<file path="src/include/dcw_pkg.sv">
// dual core wakeup / power handshake: shared constants and carriers
// assumes a 10 MHz always-on clock and an apb slave with 8-bit address
package dcw_pkg;

  // =========================================================
  // register map (byte addresses)
  localparam logic [7:0] REG_MCU_CTRL = 8'h00;
  localparam logic [7:0] REG_WAKE_EN = 8'h04;
  localparam logic [7:0] REG_FLAGS = 8'h08;
  localparam logic [7:0] REG_WL_CTRL = 8'h0c;
  localparam logic [7:0] REG_STATUS = 8'h10;

  // =========================================================
  // field positions
  localparam int CTRL_LVL_LSB = 0;
  localparam int CTRL_TGT_LSB = 2;
  localparam int CTRL_GO_BIT = 8;
  localparam int FLG_M2W_BIT = 0;
  localparam int FLG_MACT_BIT = 1;
  localparam int FLG_W2M_BIT = 2;
  localparam int FLG_WACT_BIT = 3;
  localparam int WLC_MODE_LSB = 0;
  localparam int WLC_RETAIN_BIT = 2;
  localparam int WLC_CONN_BIT = 3;
  localparam int STS_WL_SLEEP_BIT = 3;
  localparam int STS_REINIT_BIT = 4;
  localparam int STS_PEND_BIT = 5;
  localparam int STS_HITS_LSB = 16;

  // =========================================================
  // reset values
  localparam logic [10:0] WAKE_EN_RST = 11'h000;
  localparam logic [3:0] WL_CTRL_RST = 4'h0;
  localparam logic FLAG_M2W_RST = 1'b0;
  localparam logic FLAG_MACT_RST = 1'b1;

  // =========================================================
  // encodings
  localparam logic [1:0] LVL_TOP = 2'h0;
  localparam logic [1:0] LVL_REDUCED = 2'h1;
  localparam logic [1:0] LVL_LOWEST = 2'h2;
  localparam logic [2:0] TGT_ACTIVE = 3'h0;
  localparam logic [2:0] TGT_STANDBY = 3'h1;
  localparam logic [2:0] TGT_CPU_OFF = 3'h2;
  localparam logic [2:0] TGT_SLEEP = 3'h3;
  localparam logic [2:0] TGT_DEEP = 3'h4;
  localparam logic [1:0] WM_TX = 2'h0;
  localparam logic [1:0] WM_RX = 2'h1;
  localparam logic [1:0] WM_LISTEN = 2'h2;

  // wake source classes, bit 0 is the deep sleep timer
  localparam int WAKE_W = 11;
  localparam logic [10:0] WAKE_ALWAYS = 11'h07f;
  localparam logic [10:0] WAKE_WIRELESS = 11'h080;
  localparam logic [10:0] WAKE_LOW_PWR = 11'h700;

  typedef enum logic [2:0] {
    MCU_ACTIVE, MCU_STANDBY, MCU_CPU_OFF, MCU_SLEEP, MCU_DEEP
  } dcw_mcu_state_t;

  typedef struct packed {
    logic ulp_timer;
    logic converter;
    logic sensor_sampler;
    logic wireless;
    logic watchdog;
    logic msec;
    logic sec;
    logic alarm;
    logic system_rtc;
    logic battery_gpio;
    logic deep_sleep_timer;
  } dcw_wake_src_t;

  typedef struct packed {
    logic core;
    logic modem;
    logic security;
    logic bb_tx;
    logic bb_rx;
    logic bb_rx_full;
    logic afe_tx;
    logic afe_rx;
    logic afe_rx_full;
    logic rfe_tx;
    logic rfe_rx;
    logic sram_on;
    logic pmu_owns;
  } dcw_wl_dom_t;

endpackage

</file>
<file path="src/verilog/dcw_wake_gate.sv">
// wake permission gate: masks sources by the mcu low-power state
// assumes sources are level interrupts synchronous to pclk
`timescale 1ns/1ns
module dcw_wake_gate (
  input wire logic pclk,
  input wire logic presetn,
  input wire dcw_pkg::dcw_mcu_state_t st,
  input wire logic [1:0] level,
  input wire logic [10:0] src,
  input wire logic [10:0] en,
  output logic wake,
  output logic [10:0] hits
);
  import dcw_pkg::*;

  logic [10:0] allow;
  logic wl_ok;
  logic [10:0] hit_now;

  // =========================================================
  // permission per state
  assign wl_ok = (level == LVL_TOP) || (level == LVL_REDUCED);

  always_comb
  begin
    case (st)
      MCU_STANDBY: allow = WAKE_ALWAYS | WAKE_LOW_PWR |
                           (wl_ok ? WAKE_WIRELESS : 11'h000);
      MCU_CPU_OFF: allow = WAKE_ALWAYS | WAKE_LOW_PWR;
      MCU_SLEEP: allow = WAKE_ALWAYS |
                         (wl_ok ? WAKE_WIRELESS : 11'h000);
      MCU_DEEP: allow = WAKE_ALWAYS;
      default: allow = 11'h000;
    endcase
  end

  // only sources enabled in en at that moment and allowed here count
  genvar i;
  generate
    for (i = 0; i < WAKE_W; i++)
    begin : g_hit
      assign hit_now[i] = src[i] & en[i] & allow[i];
    end
  endgenerate

  always_ff @(posedge pclk or negedge presetn)
  begin
    if (!presetn)
    begin
      wake <= 1'b0;
      hits <= 11'h000;
    end
    else
    begin
      wake <= |hit_now;
      hits <= hit_now;
    end
  end

  chk_always_wake: assert property (@(posedge pclk) disable iff (!presetn)
    (st != MCU_ACTIVE && (src & en & WAKE_ALWAYS) != 11'h000) |=> wake)
    else $error("enabled always-on source did not wake");
  chk_lowest_wl_mask: assert property (@(posedge pclk) disable iff (!presetn)
    (level == LVL_LOWEST && (src & en & ~WAKE_WIRELESS) == 11'h000)
    |=> !wake)
    else $error("wireless source woke from lowest level");
  chk_deep_ulp_mask: assert property (@(posedge pclk) disable iff (!presetn)
    ((st == MCU_SLEEP || st == MCU_DEEP) && (src & en & WAKE_ALWAYS) == 11'h000
     && (src & en & WAKE_WIRELESS) == 11'h000) |=> !wake)
    else $error("low power domain source woke from sleep");
endmodule

</file>
<file path="src/verilog/dcw_wl_power.sv">
// wireless processor power state and domain controls
// assumes the wireless core drives its sleep request and init done
`timescale 1ns/1ns
module dcw_wl_power (
  input wire logic pclk,
  input wire logic presetn,
  input wire logic [1:0] mode,
  input wire logic retain,
  input wire logic connected,
  input wire logic sleep_req,
  input wire logic rx_busy,
  input wire logic mcu_wake_req,
  input wire logic wake_evt,
  input wire logic init_done,
  output dcw_pkg::dcw_wl_dom_t dom,
  output logic asleep,
  output logic reinit
);
  import dcw_pkg::*;

  typedef enum logic [1:0] {WL_ACT, WL_SLEEP, WL_REINIT} dcw_wl_state_t;
  dcw_wl_state_t st_reg, st_next;
  logic keep_reg;
  dcw_wl_dom_t dom_next;

  always_comb
  begin
    st_next = st_reg;
    case (st_reg)
      // sleep is held off while the mcu still wants us awake
      WL_ACT: if (sleep_req && !mcu_wake_req) st_next = WL_SLEEP;
      WL_SLEEP: if (mcu_wake_req || wake_evt)
        st_next = keep_reg ? WL_ACT : WL_REINIT;
      WL_REINIT: if (init_done) st_next = WL_ACT;
      default: st_next = WL_ACT;
    endcase
  end

  always_comb
  begin
    dom_next = '0;
    case (st_next)
      WL_ACT:
      begin
        dom_next = '1;
        dom_next.pmu_owns = 1'b0;
        if (mode == WM_TX)
        begin
          dom_next.bb_rx = 1'b0;
          dom_next.bb_rx_full = 1'b0;
          dom_next.afe_rx = 1'b0;
          dom_next.afe_rx_full = 1'b0;
          dom_next.rfe_rx = 1'b0;
        end
        else
        begin
          dom_next.bb_tx = 1'b0;
          dom_next.afe_tx = 1'b0;
          dom_next.rfe_tx = 1'b0;
          if (mode == WM_LISTEN && !rx_busy)
          begin
            dom_next.bb_rx_full = 1'b0;
            dom_next.afe_rx_full = 1'b0;
          end
        end
      end
      WL_REINIT:
      begin
        dom_next.core = 1'b1;
        dom_next.sram_on = 1'b1;
      end
      default:
      begin
        dom_next.pmu_owns = 1'b1;
        dom_next.sram_on = (st_reg == WL_SLEEP) ? keep_reg :
                           (retain | connected);
      end
    endcase
  end

  always_ff @(posedge pclk or negedge presetn)
  begin
    if (!presetn)
    begin
      st_reg <= WL_ACT;
      keep_reg <= 1'b1;
      dom <= '1;
      asleep <= 1'b0;
      reinit <= 1'b0;
    end
    else
    begin
      st_reg <= st_next;
      dom <= dom_next;
      asleep <= (st_next == WL_SLEEP);
      reinit <= (st_next == WL_REINIT);
      // connected save only offers the retaining variant
      if (st_reg == WL_ACT && st_next == WL_SLEEP)
        keep_reg <= retain | connected;
    end
  end

  chk_connected_keep: assert property (@(posedge pclk) disable iff (!presetn)
    (st_reg == WL_ACT && sleep_req && !mcu_wake_req && connected)
    |=> dom.sram_on && asleep)
    else $error("connected sleep lost sram");
  chk_reinit_lost: assert property (@(posedge pclk) disable iff (!presetn)
    (st_reg == WL_SLEEP && !keep_reg && wake_evt) |=> reinit ##0 !dom.modem)
    else $error("no reinit after lost state");
  chk_tx_rx_off: assert property (@(posedge pclk) disable iff (!presetn)
    (st_next == WL_ACT && mode == WM_TX) |=> !dom.bb_rx && dom.bb_tx)
    else $error("rx path on during transmit");
  chk_wl_sleep_hold: assert property (@(posedge pclk) disable iff (!presetn)
    (st_reg == WL_ACT && mcu_wake_req) |=> !asleep)
    else $error("wireless slept against wake request");
endmodule

</file>
<file path="src/verilog/dcw_sequencer.sv">
// dual core wakeup sequencer: apb registers, mcu power state machine,
// handshake flags and the wireless domain controller
// assumes apb master on pclk, all other inputs synchronous to pclk
//
// Local design decisions: the register offsets and the APB register port.
`timescale 1ns/1ns
module dcw_sequencer (
  input wire logic pclk,
  input wire logic presetn,
  input wire logic psel,
  input wire logic penable,
  input wire logic pwrite,
  input wire logic [7:0] paddr,
  input wire logic [31:0] pwdata,
  output logic [31:0] prdata,
  output logic pready,
  output logic pslverr,
  input wire logic mcu_wfi,
  input wire dcw_pkg::dcw_wake_src_t wake_src,
  input wire logic wireless_to_mcu_wake_request,
  input wire logic wireless_active_flag,
  input wire logic wl_sleep_req,
  input wire logic wl_rx_busy,
  input wire logic wl_wake_evt,
  input wire logic wl_init_done,
  output logic mcu_to_wireless_wake_request,
  output logic mcu_active_flag,
  output logic mcu_clk_gated,
  output logic mcu_pwr_gated,
  output logic mcu_sram_retain,
  output logic mcu_wake,
  output dcw_pkg::dcw_wl_dom_t wl_dom,
  output logic wl_asleep,
  output logic wl_reinit_req
);
  import dcw_pkg::*;

  // =========================================================
  // bus decode
  logic setup;
  logic wr_acc;
  logic mapped;
  logic [31:0] rdata;

  assign setup = psel & ~penable;
  assign wr_acc = psel & penable & pwrite & pready & mapped;

  always_comb
  begin
    case (paddr)
      REG_MCU_CTRL, REG_WAKE_EN, REG_FLAGS, REG_WL_CTRL, REG_STATUS:
        mapped = 1'b1;
      default: mapped = 1'b0;
    endcase
  end

  // =========================================================
  // software registers
  logic [1:0] level_reg;
  logic [2:0] target_reg;
  logic pend_reg;
  logic [10:0] wake_en_reg;
  logic [3:0] wl_ctrl_reg;
  logic [10:0] last_hits_reg;
  logic go;
  logic [2:0] go_tgt;

  assign go = wr_acc && paddr == REG_MCU_CTRL && pwdata[CTRL_GO_BIT];
  assign go_tgt = pwdata[CTRL_TGT_LSB +: 3];

  dcw_mcu_state_t st_reg, st_next;
  logic gate_wake;
  logic [10:0] gate_hits;
  logic entering;
  logic leaving;

  always_ff @(posedge pclk or negedge presetn)
  begin
    if (!presetn)
      wake_en_reg <= WAKE_EN_RST;
    else if (wr_acc && paddr == REG_WAKE_EN)
      wake_en_reg <= pwdata[10:0];
  end

  always_ff @(posedge pclk or negedge presetn)
  begin
    if (!presetn)
      wl_ctrl_reg <= WL_CTRL_RST;
    else if (wr_acc && paddr == REG_WL_CTRL)
      wl_ctrl_reg <= pwdata[3:0];
  end

  // level only changes while active; it sets the wireless wake permission
  always_ff @(posedge pclk or negedge presetn)
  begin
    if (!presetn)
    begin
      level_reg <= LVL_TOP;
      target_reg <= TGT_ACTIVE;
    end
    else if (wr_acc && paddr == REG_MCU_CTRL && st_reg == MCU_ACTIVE)
    begin
      level_reg <= pwdata[CTRL_LVL_LSB +: 2];
      if (pwdata[CTRL_GO_BIT])
        target_reg <= go_tgt;
    end
  end

  // a go with target active cancels a pending entry
  always_ff @(posedge pclk or negedge presetn)
  begin
    if (!presetn)
      pend_reg <= 1'b0;
    else if (entering)
      pend_reg <= 1'b0;
    else if (go && st_reg == MCU_ACTIVE)
      pend_reg <= (go_tgt != TGT_ACTIVE) && (go_tgt <= TGT_DEEP);
  end

  // =========================================================
  // mcu power state machine
  always_comb
  begin
    st_next = st_reg;
    case (st_reg)
      MCU_ACTIVE:
        if (pend_reg)
        begin
          case (target_reg)
            TGT_STANDBY: if (mcu_wfi) st_next = MCU_STANDBY;
            TGT_CPU_OFF: st_next = MCU_CPU_OFF;
            TGT_SLEEP:
              if (!wireless_to_mcu_wake_request)
                st_next = MCU_SLEEP;
            TGT_DEEP:
              if (!wireless_to_mcu_wake_request)
                st_next = MCU_DEEP;
            default: st_next = MCU_ACTIVE;
          endcase
        end
      MCU_STANDBY, MCU_CPU_OFF, MCU_SLEEP, MCU_DEEP:
        if (gate_wake) st_next = MCU_ACTIVE;
      default: st_next = MCU_ACTIVE;
    endcase
  end

  assign entering = (st_reg == MCU_ACTIVE) && (st_next != MCU_ACTIVE);
  assign leaving = (st_reg != MCU_ACTIVE) && (st_next == MCU_ACTIVE);

  always_ff @(posedge pclk or negedge presetn)
  begin
    if (!presetn)
      st_reg <= MCU_ACTIVE;
    else
      st_reg <= st_next;
  end

  // standby only gates the clock; everything else keeps running
  always_ff @(posedge pclk or negedge presetn)
  begin
    if (!presetn)
    begin
      mcu_clk_gated <= 1'b0;
      mcu_pwr_gated <= 1'b0;
      mcu_sram_retain <= 1'b1;
      mcu_wake <= 1'b0;
    end
    else
    begin
      mcu_clk_gated <= (st_next == MCU_STANDBY);
      mcu_pwr_gated <= (st_next == MCU_CPU_OFF) || (st_next == MCU_SLEEP) ||
                       (st_next == MCU_DEEP);
      mcu_sram_retain <= (st_next != MCU_DEEP);
      mcu_wake <= leaving;
    end
  end

  always_ff @(posedge pclk or negedge presetn)
  begin
    if (!presetn)
      last_hits_reg <= 11'h000;
    else if (leaving)
      last_hits_reg <= gate_hits;
  end

  // =========================================================
  // handshake flags; hardware updates override a software write
  always_ff @(posedge pclk or negedge presetn)
  begin
    if (!presetn)
    begin
      mcu_to_wireless_wake_request <= FLAG_M2W_RST;
      mcu_active_flag <= FLAG_MACT_RST;
    end
    else
    begin
      if (wr_acc && paddr == REG_FLAGS)
      begin
        mcu_to_wireless_wake_request <= pwdata[FLG_M2W_BIT];
        mcu_active_flag <= pwdata[FLG_MACT_BIT];
      end
      if (entering)
        mcu_active_flag <= 1'b0;
      else if (leaving)
        mcu_active_flag <= 1'b1;
    end
  end

  // =========================================================
  // read mux
  always_comb
  begin
    rdata = 32'h0000_0000;
    case (paddr)
      REG_MCU_CTRL:
      begin
        rdata[CTRL_LVL_LSB +: 2] = level_reg;
        rdata[CTRL_TGT_LSB +: 3] = target_reg;
      end
      REG_WAKE_EN: rdata[10:0] = wake_en_reg;
      REG_FLAGS:
      begin
        rdata[FLG_M2W_BIT] = mcu_to_wireless_wake_request;
        rdata[FLG_MACT_BIT] = mcu_active_flag;
        rdata[FLG_W2M_BIT] = wireless_to_mcu_wake_request;
        rdata[FLG_WACT_BIT] = wireless_active_flag;
      end
      REG_WL_CTRL: rdata[3:0] = wl_ctrl_reg;
      REG_STATUS:
      begin
        rdata[2:0] = st_reg;
        rdata[STS_WL_SLEEP_BIT] = wl_asleep;
        rdata[STS_REINIT_BIT] = wl_reinit_req;
        rdata[STS_PEND_BIT] = pend_reg;
        rdata[STS_HITS_LSB +: 11] = last_hits_reg;
      end
      default: rdata = 32'h0000_0000;
    endcase
  end

  // one wait-free access: ready is raised in the access cycle
  always_ff @(posedge pclk or negedge presetn)
  begin
    if (!presetn)
    begin
      pready <= 1'b0;
      pslverr <= 1'b0;
      prdata <= 32'h0000_0000;
    end
    else if (setup)
    begin
      pready <= 1'b1;
      pslverr <= ~mapped;
      prdata <= rdata;
    end
    else
    begin
      pready <= 1'b0;
      pslverr <= 1'b0;
    end
  end

  // =========================================================
  // submodules
  dcw_wake_gate u_gate (
    .pclk(pclk),
    .presetn(presetn),
    .st(st_reg),
    .level(level_reg),
    .src(wake_src),
    .en(wake_en_reg),
    .wake(gate_wake),
    .hits(gate_hits)
  );

  dcw_wl_power u_wl (
    .pclk(pclk),
    .presetn(presetn),
    .mode(wl_ctrl_reg[WLC_MODE_LSB +: 2]),
    .retain(wl_ctrl_reg[WLC_RETAIN_BIT]),
    .connected(wl_ctrl_reg[WLC_CONN_BIT]),
    .sleep_req(wl_sleep_req),
    .rx_busy(wl_rx_busy),
    .mcu_wake_req(mcu_to_wireless_wake_request),
    .wake_evt(wl_wake_evt),
    .init_done(wl_init_done),
    .dom(wl_dom),
    .asleep(wl_asleep),
    .reinit(wl_reinit_req)
  );

  // =========================================================
  // checks
  chk_standby_wfi: assert property (@(posedge pclk) disable iff (!presetn)
    (st_reg == MCU_ACTIVE ##1 st_reg == MCU_STANDBY) |-> $past(mcu_wfi))
    else $error("standby entered without wfi");
  chk_sleep_hold: assert property (@(posedge pclk) disable iff (!presetn)
    (st_reg == MCU_ACTIVE && wireless_to_mcu_wake_request)
    |=> st_reg != MCU_SLEEP && st_reg != MCU_DEEP)
    else $error("mcu slept against wake request");
  chk_active_clear: assert property (@(posedge pclk) disable iff (!presetn)
    entering |=> !mcu_active_flag && mcu_pwr_gated == (st_reg != MCU_STANDBY))
    else $error("active flag or gating wrong at entry");
  chk_wake_source: assert property (@(posedge pclk) disable iff (!presetn)
    leaving |-> $past(gate_hits & ~wake_en_reg) == 11'h000
    ##1 mcu_wake && !mcu_clk_gated)
    else $error("wake without enabled source");
  chk_disallowed_mask: assert property (@(posedge pclk)
    disable iff (!presetn)
    (st_reg == MCU_CPU_OFF && (wake_src & wake_en_reg) == WAKE_WIRELESS)
    [*2] |=> st_reg == MCU_CPU_OFF)
    else $error("masked source woke cpu-off state");
endmodule

</file>
<file path="config.mk">
export PLATFORM = sky130hd
export DESIGN_NAME = dcw_sequencer
export DESIGN_NICKNAME = d
export VERILOG_FILES = /design/src/include/dcw_pkg.sv /design/src/verilog/dcw_wake_gate.sv /design/src/verilog/dcw_wl_power.sv /design/src/verilog/dcw_sequencer.sv
export SDC_FILE = /design/constraint.sdc
export NUM_CORES = 1
export LEC_CHECK = 0
export BUFFER_PORTS_ARGS = -buffer_cell sky130_fd_sc_hd__buf_4
export CAP_MARGIN = 15
export CORE_AREA = 2 2 91 93
export CTS_CLUSTER_DIAMETER = 120
export DETAILED_ROUTE_END_ITERATION = 12
export DIE_AREA = 0 0 93 95
export MAX_ROUTING_LAYER = met4
export PLACE_DENSITY = 0.76
export SYNTH_ARGS = -nofsm -noshare
export SYNTH_HDL_FRONTEND = slang
export SYNTH_SLANG_ARGS = --single-unit
</file>
<file path="constraint.sdc">
create_clock -name pclk -period 2.6 [get_ports pclk]
set_clock_uncertainty 0.1 [all_clocks]
set_input_delay 0.52 -clock pclk [delete_from_list [all_inputs] [get_ports pclk]]
set_output_delay 0.52 -clock pclk [all_outputs]
set_load 0.03 [all_outputs]
</file>
## After elaboration in Yosys (flattened, before gate mapping)

Cells that the tools add are included.

| cells by class | value |
|---|---|
| $add $sub $neg | 0 |
| multipliers | 0 |
| divide/modulo/power cells | 0 |
| $lt $le $gt $ge | 1 |
| eq/ne operators | 23 |
| shift-type cells | 0 |
| multiplexer cells | 36 |
| bitwise gates (word level) | 30 |
| reductions and logical operators | 36 |

Operators with widths:

| cell | count |
|---|---|
| case mux 11 bit (4 select lines) | 1 |
| AND 1 bit | 27 |
| case mux 4 bit (5 select lines) | 1 |
| equality test 3 x 2 -> 1 bit (second input constant) | 6 |
| equality test 8 x 4 -> 1 bit (second input constant) | 2 |
| 2-to-1 mux 1 bit | 16 |
| 2-to-1 mux 3 bit | 5 |
| logical AND 1 bit | 13 |
| case mux 3 bit (4 select lines) | 1 |
| nonzero test 3 bit | 4 |
| 2-to-1 mux 11 bit | 1 |
| OR reduction 11 bit | 1 |
| 2-to-1 mux 10 bit | 1 |
| equality test 3 x 1 -> 1 bit (second input constant) | 3 |
| equality test 3 bit (second input constant) | 3 |
| equality test 8 x 3 -> 1 bit (second input constant) | 1 |
| equality test 8 x 5 -> 1 bit (second input constant) | 1 |
| zero test 2 bit | 4 |
| zero test 8 bit | 1 |
| 2-to-1 mux 2 bit | 4 |
| 2-to-1 mux 8 bit | 1 |
| equality test 2 x 1 -> 1 bit (second input constant) | 3 |
| equality test 2 bit (second input constant) | 3 |
| zero test 3 bit | 2 |
| 16 further kinds | 21 |

| word-level totals | value |
|---|---|
| register bits | 95 |
| latch bits | 0 |
| RAM bits | 0 |
| ROM bits | 0 |
| memories | 0 |

## Depth between registers and ports, before layout

| logic depth | value |
|---|---|
| depth in word-level cells | 9 |
| depth in mapped cells | 9 |

## Modules after synthesis

Synthesis repeated with hierarchy kept, for this count alone.

| second synthesis, totals | value |
|---|---|
| cell total of the unflattened synthesis | 323 |
| area total of the unflattened synthesis | 3956.3 µm² |

By module, submodules not included:

| module | instances | cells an instance | area an instance (µm²) |
|---|---|---|---|
| dcw_sequencer | 1 | 237 | 2946.6 |
| dcw_wl_power | 1 | 40 | 540.5 |
| dcw_wake_gate | 1 | 46 | 469.2 |

## Least setup slack after synthesis

Ideal clock, no wire load.

| timing | value |
|---|---|
| kind | in2reg |
| start | in paddr[2] |
| end | reg target_reg[0] |
| library setup time | 0.125 ns |
| arrival time | 2.353 ns |
| data required time | 2.375 ns |
| path slack | 0.022 ns |
| stages on the path | 6 |
| path through | buf_6 or4_4 buf_6 or4_4 or2_4 mux2_4 |

| between the ends | value |
|---|---|
| longest elaborated chain between the ends | 7 |

RTL lines:

| what | RTL line | RTL |
|---|---|---|
| start: declaration | dcw_sequencer.sv:13 | `input wire logic [7:0] paddr,` |
| equality test 8 x 3 -> 1 bit, or another cell as far along | dcw_sequencer.sv:50 | `case (paddr)` |
| OR reduction 5 bit | dcw_sequencer.sv:50 |  |
| 2-to-1 mux 1 bit | dcw_sequencer.sv:50 |  |
| AND 1 bit | dcw_sequencer.sv:46 | `assign wr_acc = psel & penable & pwrite & pready & mapped;` |
| logical AND 1 bit * (2 in a row) | dcw_sequencer.sv:101 | `else if (wr_acc && paddr == REG_MCU_CTRL && st_reg == MCU_ACTIVE)` |
| AND reduction 2 bit (no line) * | n/a |  |
| end signal: assignment | dcw_sequencer.sv:105 | `target_reg <= go_tgt;` |
| end: declaration | dcw_sequencer.sv:60 | `logic [2:0] target_reg;` |

Mark *: on every way between the ends. The rest lies on a longest branch, timed or not.
A chain may end at the register's enable or synchronous reset.

## Final worst setup path

| timing | value |
|---|---|
| start | reg st_reg[1] |
| end | reg mcu_active_flag |

RTL lines:

| what | RTL line | RTL |
|---|---|---|
| start: declaration | dcw_sequencer.sv:71 | `dcw_mcu_state_t st_reg, st_next;` |
| start signal: assignment | dcw_sequencer.sv:155 | `st_reg <= st_next;` |
| equality test 3 x 1 -> 1 bit, or another cell as far along | dcw_sequencer.sv:125 | `case (st_reg)` |
| OR reduction 4 bit | dcw_sequencer.sv:125 |  |
| case mux 3 bit (2 select lines) * | dcw_sequencer.sv:125 |  |
| net st_next[0] | dcw_sequencer.sv:71 |  |
| zero test 3 bit | dcw_sequencer.sv:148 | `assign leaving = (st_reg != MCU_ACTIVE) && (st_next == MCU_ACTIVE);` |
| logical AND 1 bit | dcw_sequencer.sv:148 |  |
| 2-to-1 mux 1 bit | dcw_sequencer.sv:204 | `else if (leaving)` |
| 2-to-1 mux 1 bit | dcw_sequencer.sv:202 | `if (entering)` |
| end signal: assignment | dcw_sequencer.sv:200 | `mcu_active_flag <= pwdata[FLG_MACT_BIT];` |
| end: declaration | dcw_sequencer.sv:27 | `output logic mcu_active_flag,` |

Mark *: on every way through the listed nets, which the timed path passes. The rest lies on a longest branch.

==> qor.yml <==
rr_startpoint: "st_reg[1]$_DFF_PN0_"
die_w_microns: 93
vdd_drop_max_uv: 463.6
final_cells: 525
dp.cells: 509
routed_via_density: 5.232
fp.dieH_microns: 95
fillerInstances: 692
yosys.area.top_type: "dfrtp_1"
synth_top_family_by_area: "simple AND/OR/NAND/NOR gates"
tightest_slew_ns: 0.5844
cp-end-kind: "flip-flop"
ios: 118
cts-resized-gates: 0
postLayoutCellArea_sq_um: 4783
r2r_cells: 7
cts_buffers: 9
place_congestion: 0.8638
critPathCapture: "mcu_active_flag$_DFFE_PN1P_"
startpoint: "st_reg[1]$_DFF_PN0_"
outcome: "finished clean"
synth.area.top_cells: "dfrtp_1 52%, mux2_2 10%, dfstp_2 6.9%"
fin_crit_sh: 0.9150
yosys_most_used_dff: "dfrtp_1"
r2r-end: "mcu_active_flag$_DFFE_PN1P_"
std_cell_rows: 33
port_buffers: 86
hold_viol_final: 0
post_cts_buffers: 0
synth_async_sr_flop_share: 1.000
synth_xor_area_frac: 0.004569
power_density_nw_per_um2: 701.4
grt_pass1_wl_mm: 13.12
synthSimpleGateAreaFrac: 0.1289
ff2ff_setup_slack_ns: 0.22
yosys.area_share.adder: 0.006527
grtUsageTotal: 0.2020
power_leakage_nw: 2.413
crit_required_ns: 2.79
clkLatencyLatePin_ns: 0.36
max-cap-violations: 0
netlist-cell-type-count: 45
crit_arrival_ns: 2.57
synth_compound_area_frac: 0.09138
tns_ns: 0
largest_register: "prdata"
drt-initial-drc-count: 152
cts.clk_slew.worst_paths_ns: 0.10
clkPwrFrac: 0.263
grt_max_degree: 49
critical_path_class: "reg2reg"
layout_common_cells: "102 x buf_4, 79 x dfrtp_1, 34 x mux2_2"
worstPathMaxFanout: 5
max_slew_margin: 0.6096
synth_mux_area_frac: 0.1247
grt-ovfl-total: 0
die_area_sq_um: 8835
setup_ws_ns: 0.2210
coreArea_sq_um: 7928
min_period_ns: 2.379
pwr-share-seq: 0.477
clock.fmax_ghz: 0.4203
area_delta_synth_final_pct: 24.77
cpMaxStageDelayCell: "dfrtp_1"
synthCells: 323
firstDrtPassIters: 5
p_int_mw: 2.245
critPathLaunchType: "flip-flop"
power_switching_share: 0.3308
htree_levels: 3
setup_viol: 0
cts.path.max_buffers: 2
ys_warn_count: 0
synth_edf_count: 0
start_util: 0.4836
rsz0062_at_grt: "false"
grt_pass1_vias: 2639
hp-class: "in2async"
syn_area_sq_um: 3834
worst_path_largest_cell_delay_ns: 0.44
crit_path_cell_trace: "nor4b_1 -> o211ai_1 -> a21oi_1 -> nor2_1 -> ha_1 -> a21boi_0 -> mux2_2"
ant_nets: 0
dpl_cell_area_sq_um: 4599
detailed_place_hpwl_mm: 6.246
hold_buffers: 0
finalWirelength_mm: 8.174
antenna_cells: 0
vias: 2747
drv_slew: 0
nets: 480
seq_area_frac_synth: 0.5842
largest_register_ffs: 22
cts-root-buf: "clkbuf_8"
syn_area_per_cell_sq_um: 11.87
final_common_cell: "buf_4"
synth_top_area_frac: 0.5157
wire_per_inst_microns: 15.57
drcViolationCount: 0
holdWs_ns: 0.04171
cts_tree: "built"
antenna_found_initial: 0
cts_sinks: 89
p_sw_mw: 1.110
p_comb_frac: 0.260
ys_ff_latch: 89
place_ws_ns: 0.04870
drive_gt1_frac: 0.4119
-- worst min-delay path by stage --
stage,depth (start not counted),end,slack (ns)
finish,1,mcu_clk_gated$_DFF_PN0_,0.04
global route,1,mcu_clk_gated$_DFF_PN0_,0.07
CTS,1,mcu_pwr_gated$_DFF_PN0_,0.05
detailed placement,1,u_wl.dom[6]$_DFF_PN1_,0.36
global placement,1,u_wl.dom[6]$_DFF_PN1_,0.36
floorplan,0,last_hits_reg[0]$_DFFE_PN0P_,0.12
-- logic make-up after synthesis --
kind of cell	count (synthesis)
AO/OA/AOI/OAI	51
other	1
flip-flops	89
AND/OR/NAND/NOR	96
adder cells (fa/ha/maj)	2
XOR/XNOR	2
multiplexers	42
buffers and inverters	40
-- synthesized netlist by cell type (5+ instances only) --
master and number:
a21oi_1 8, a22o_1 15, buf_4 16, clkbuf_1 11, dfrtp_1 79, dfstp_2 10, inv_1 9, mux2_2 34
mux2i_1 5, nand2_1 31, nor2_1 20, nor3_1 9, o21ai_0 14
-- through the flow --
step                      utilization  power, mW
after detailed placement       0.5802      2.507
after CTS                      0.6034      3.387
after global placement         0.5802      2.494
after floorplan                     -      2.185
final                          0.6034      3.355
after global routing           0.6034      3.529
-- per-layer routing --
metal  vias up  track usage  wire (microns)
met3        15      0.05108             395
met2        82       0.3116            4054
met4         0      0.07108             191
li1       1298            -               -
met1      1352       0.2622            3532
met5         -            -               0
-- layout make-up --
type | instances | area [sq um] | area share
sequential | 89 | 2240 | 0.4682
multi-input combinational | 203 | 1409 | 0.2945
timing repair buffer | 103 | 785.8 | 0.1643
tap | 105 | 131.4 | 0.02747
clock buffer | 9 | 123.9 | 0.02590
clock inverter | 7 | 60.06 | 0.01256
inverter | 9 | 33.78 | 0.007063
-- critical path: cells and delay by family (launching register included) --
family | cells | cell delay [ns]
compound gates | 3 | 0.59
fa+ha+maj | 1 | 0.30
flops | 1 | 0.44
mux | 1 | 0.35
simple gates | 2 | 0.52
-- power groups by stage --
stage / clock [mW] / combinational, mW / sequential (mW)
CTS: 0.904 / 0.882 / 1.60
detailed placement: 0 / 0.879 / 1.63
global placement: 0 / 0.868 / 1.63
global route: 0.965 / 0.946 / 1.62
finish: 0.883 / 0.874 / 1.60
floorplan: 0 / 0.420 / 1.76
No activity file was read; power rests on OpenSTA's default activity.
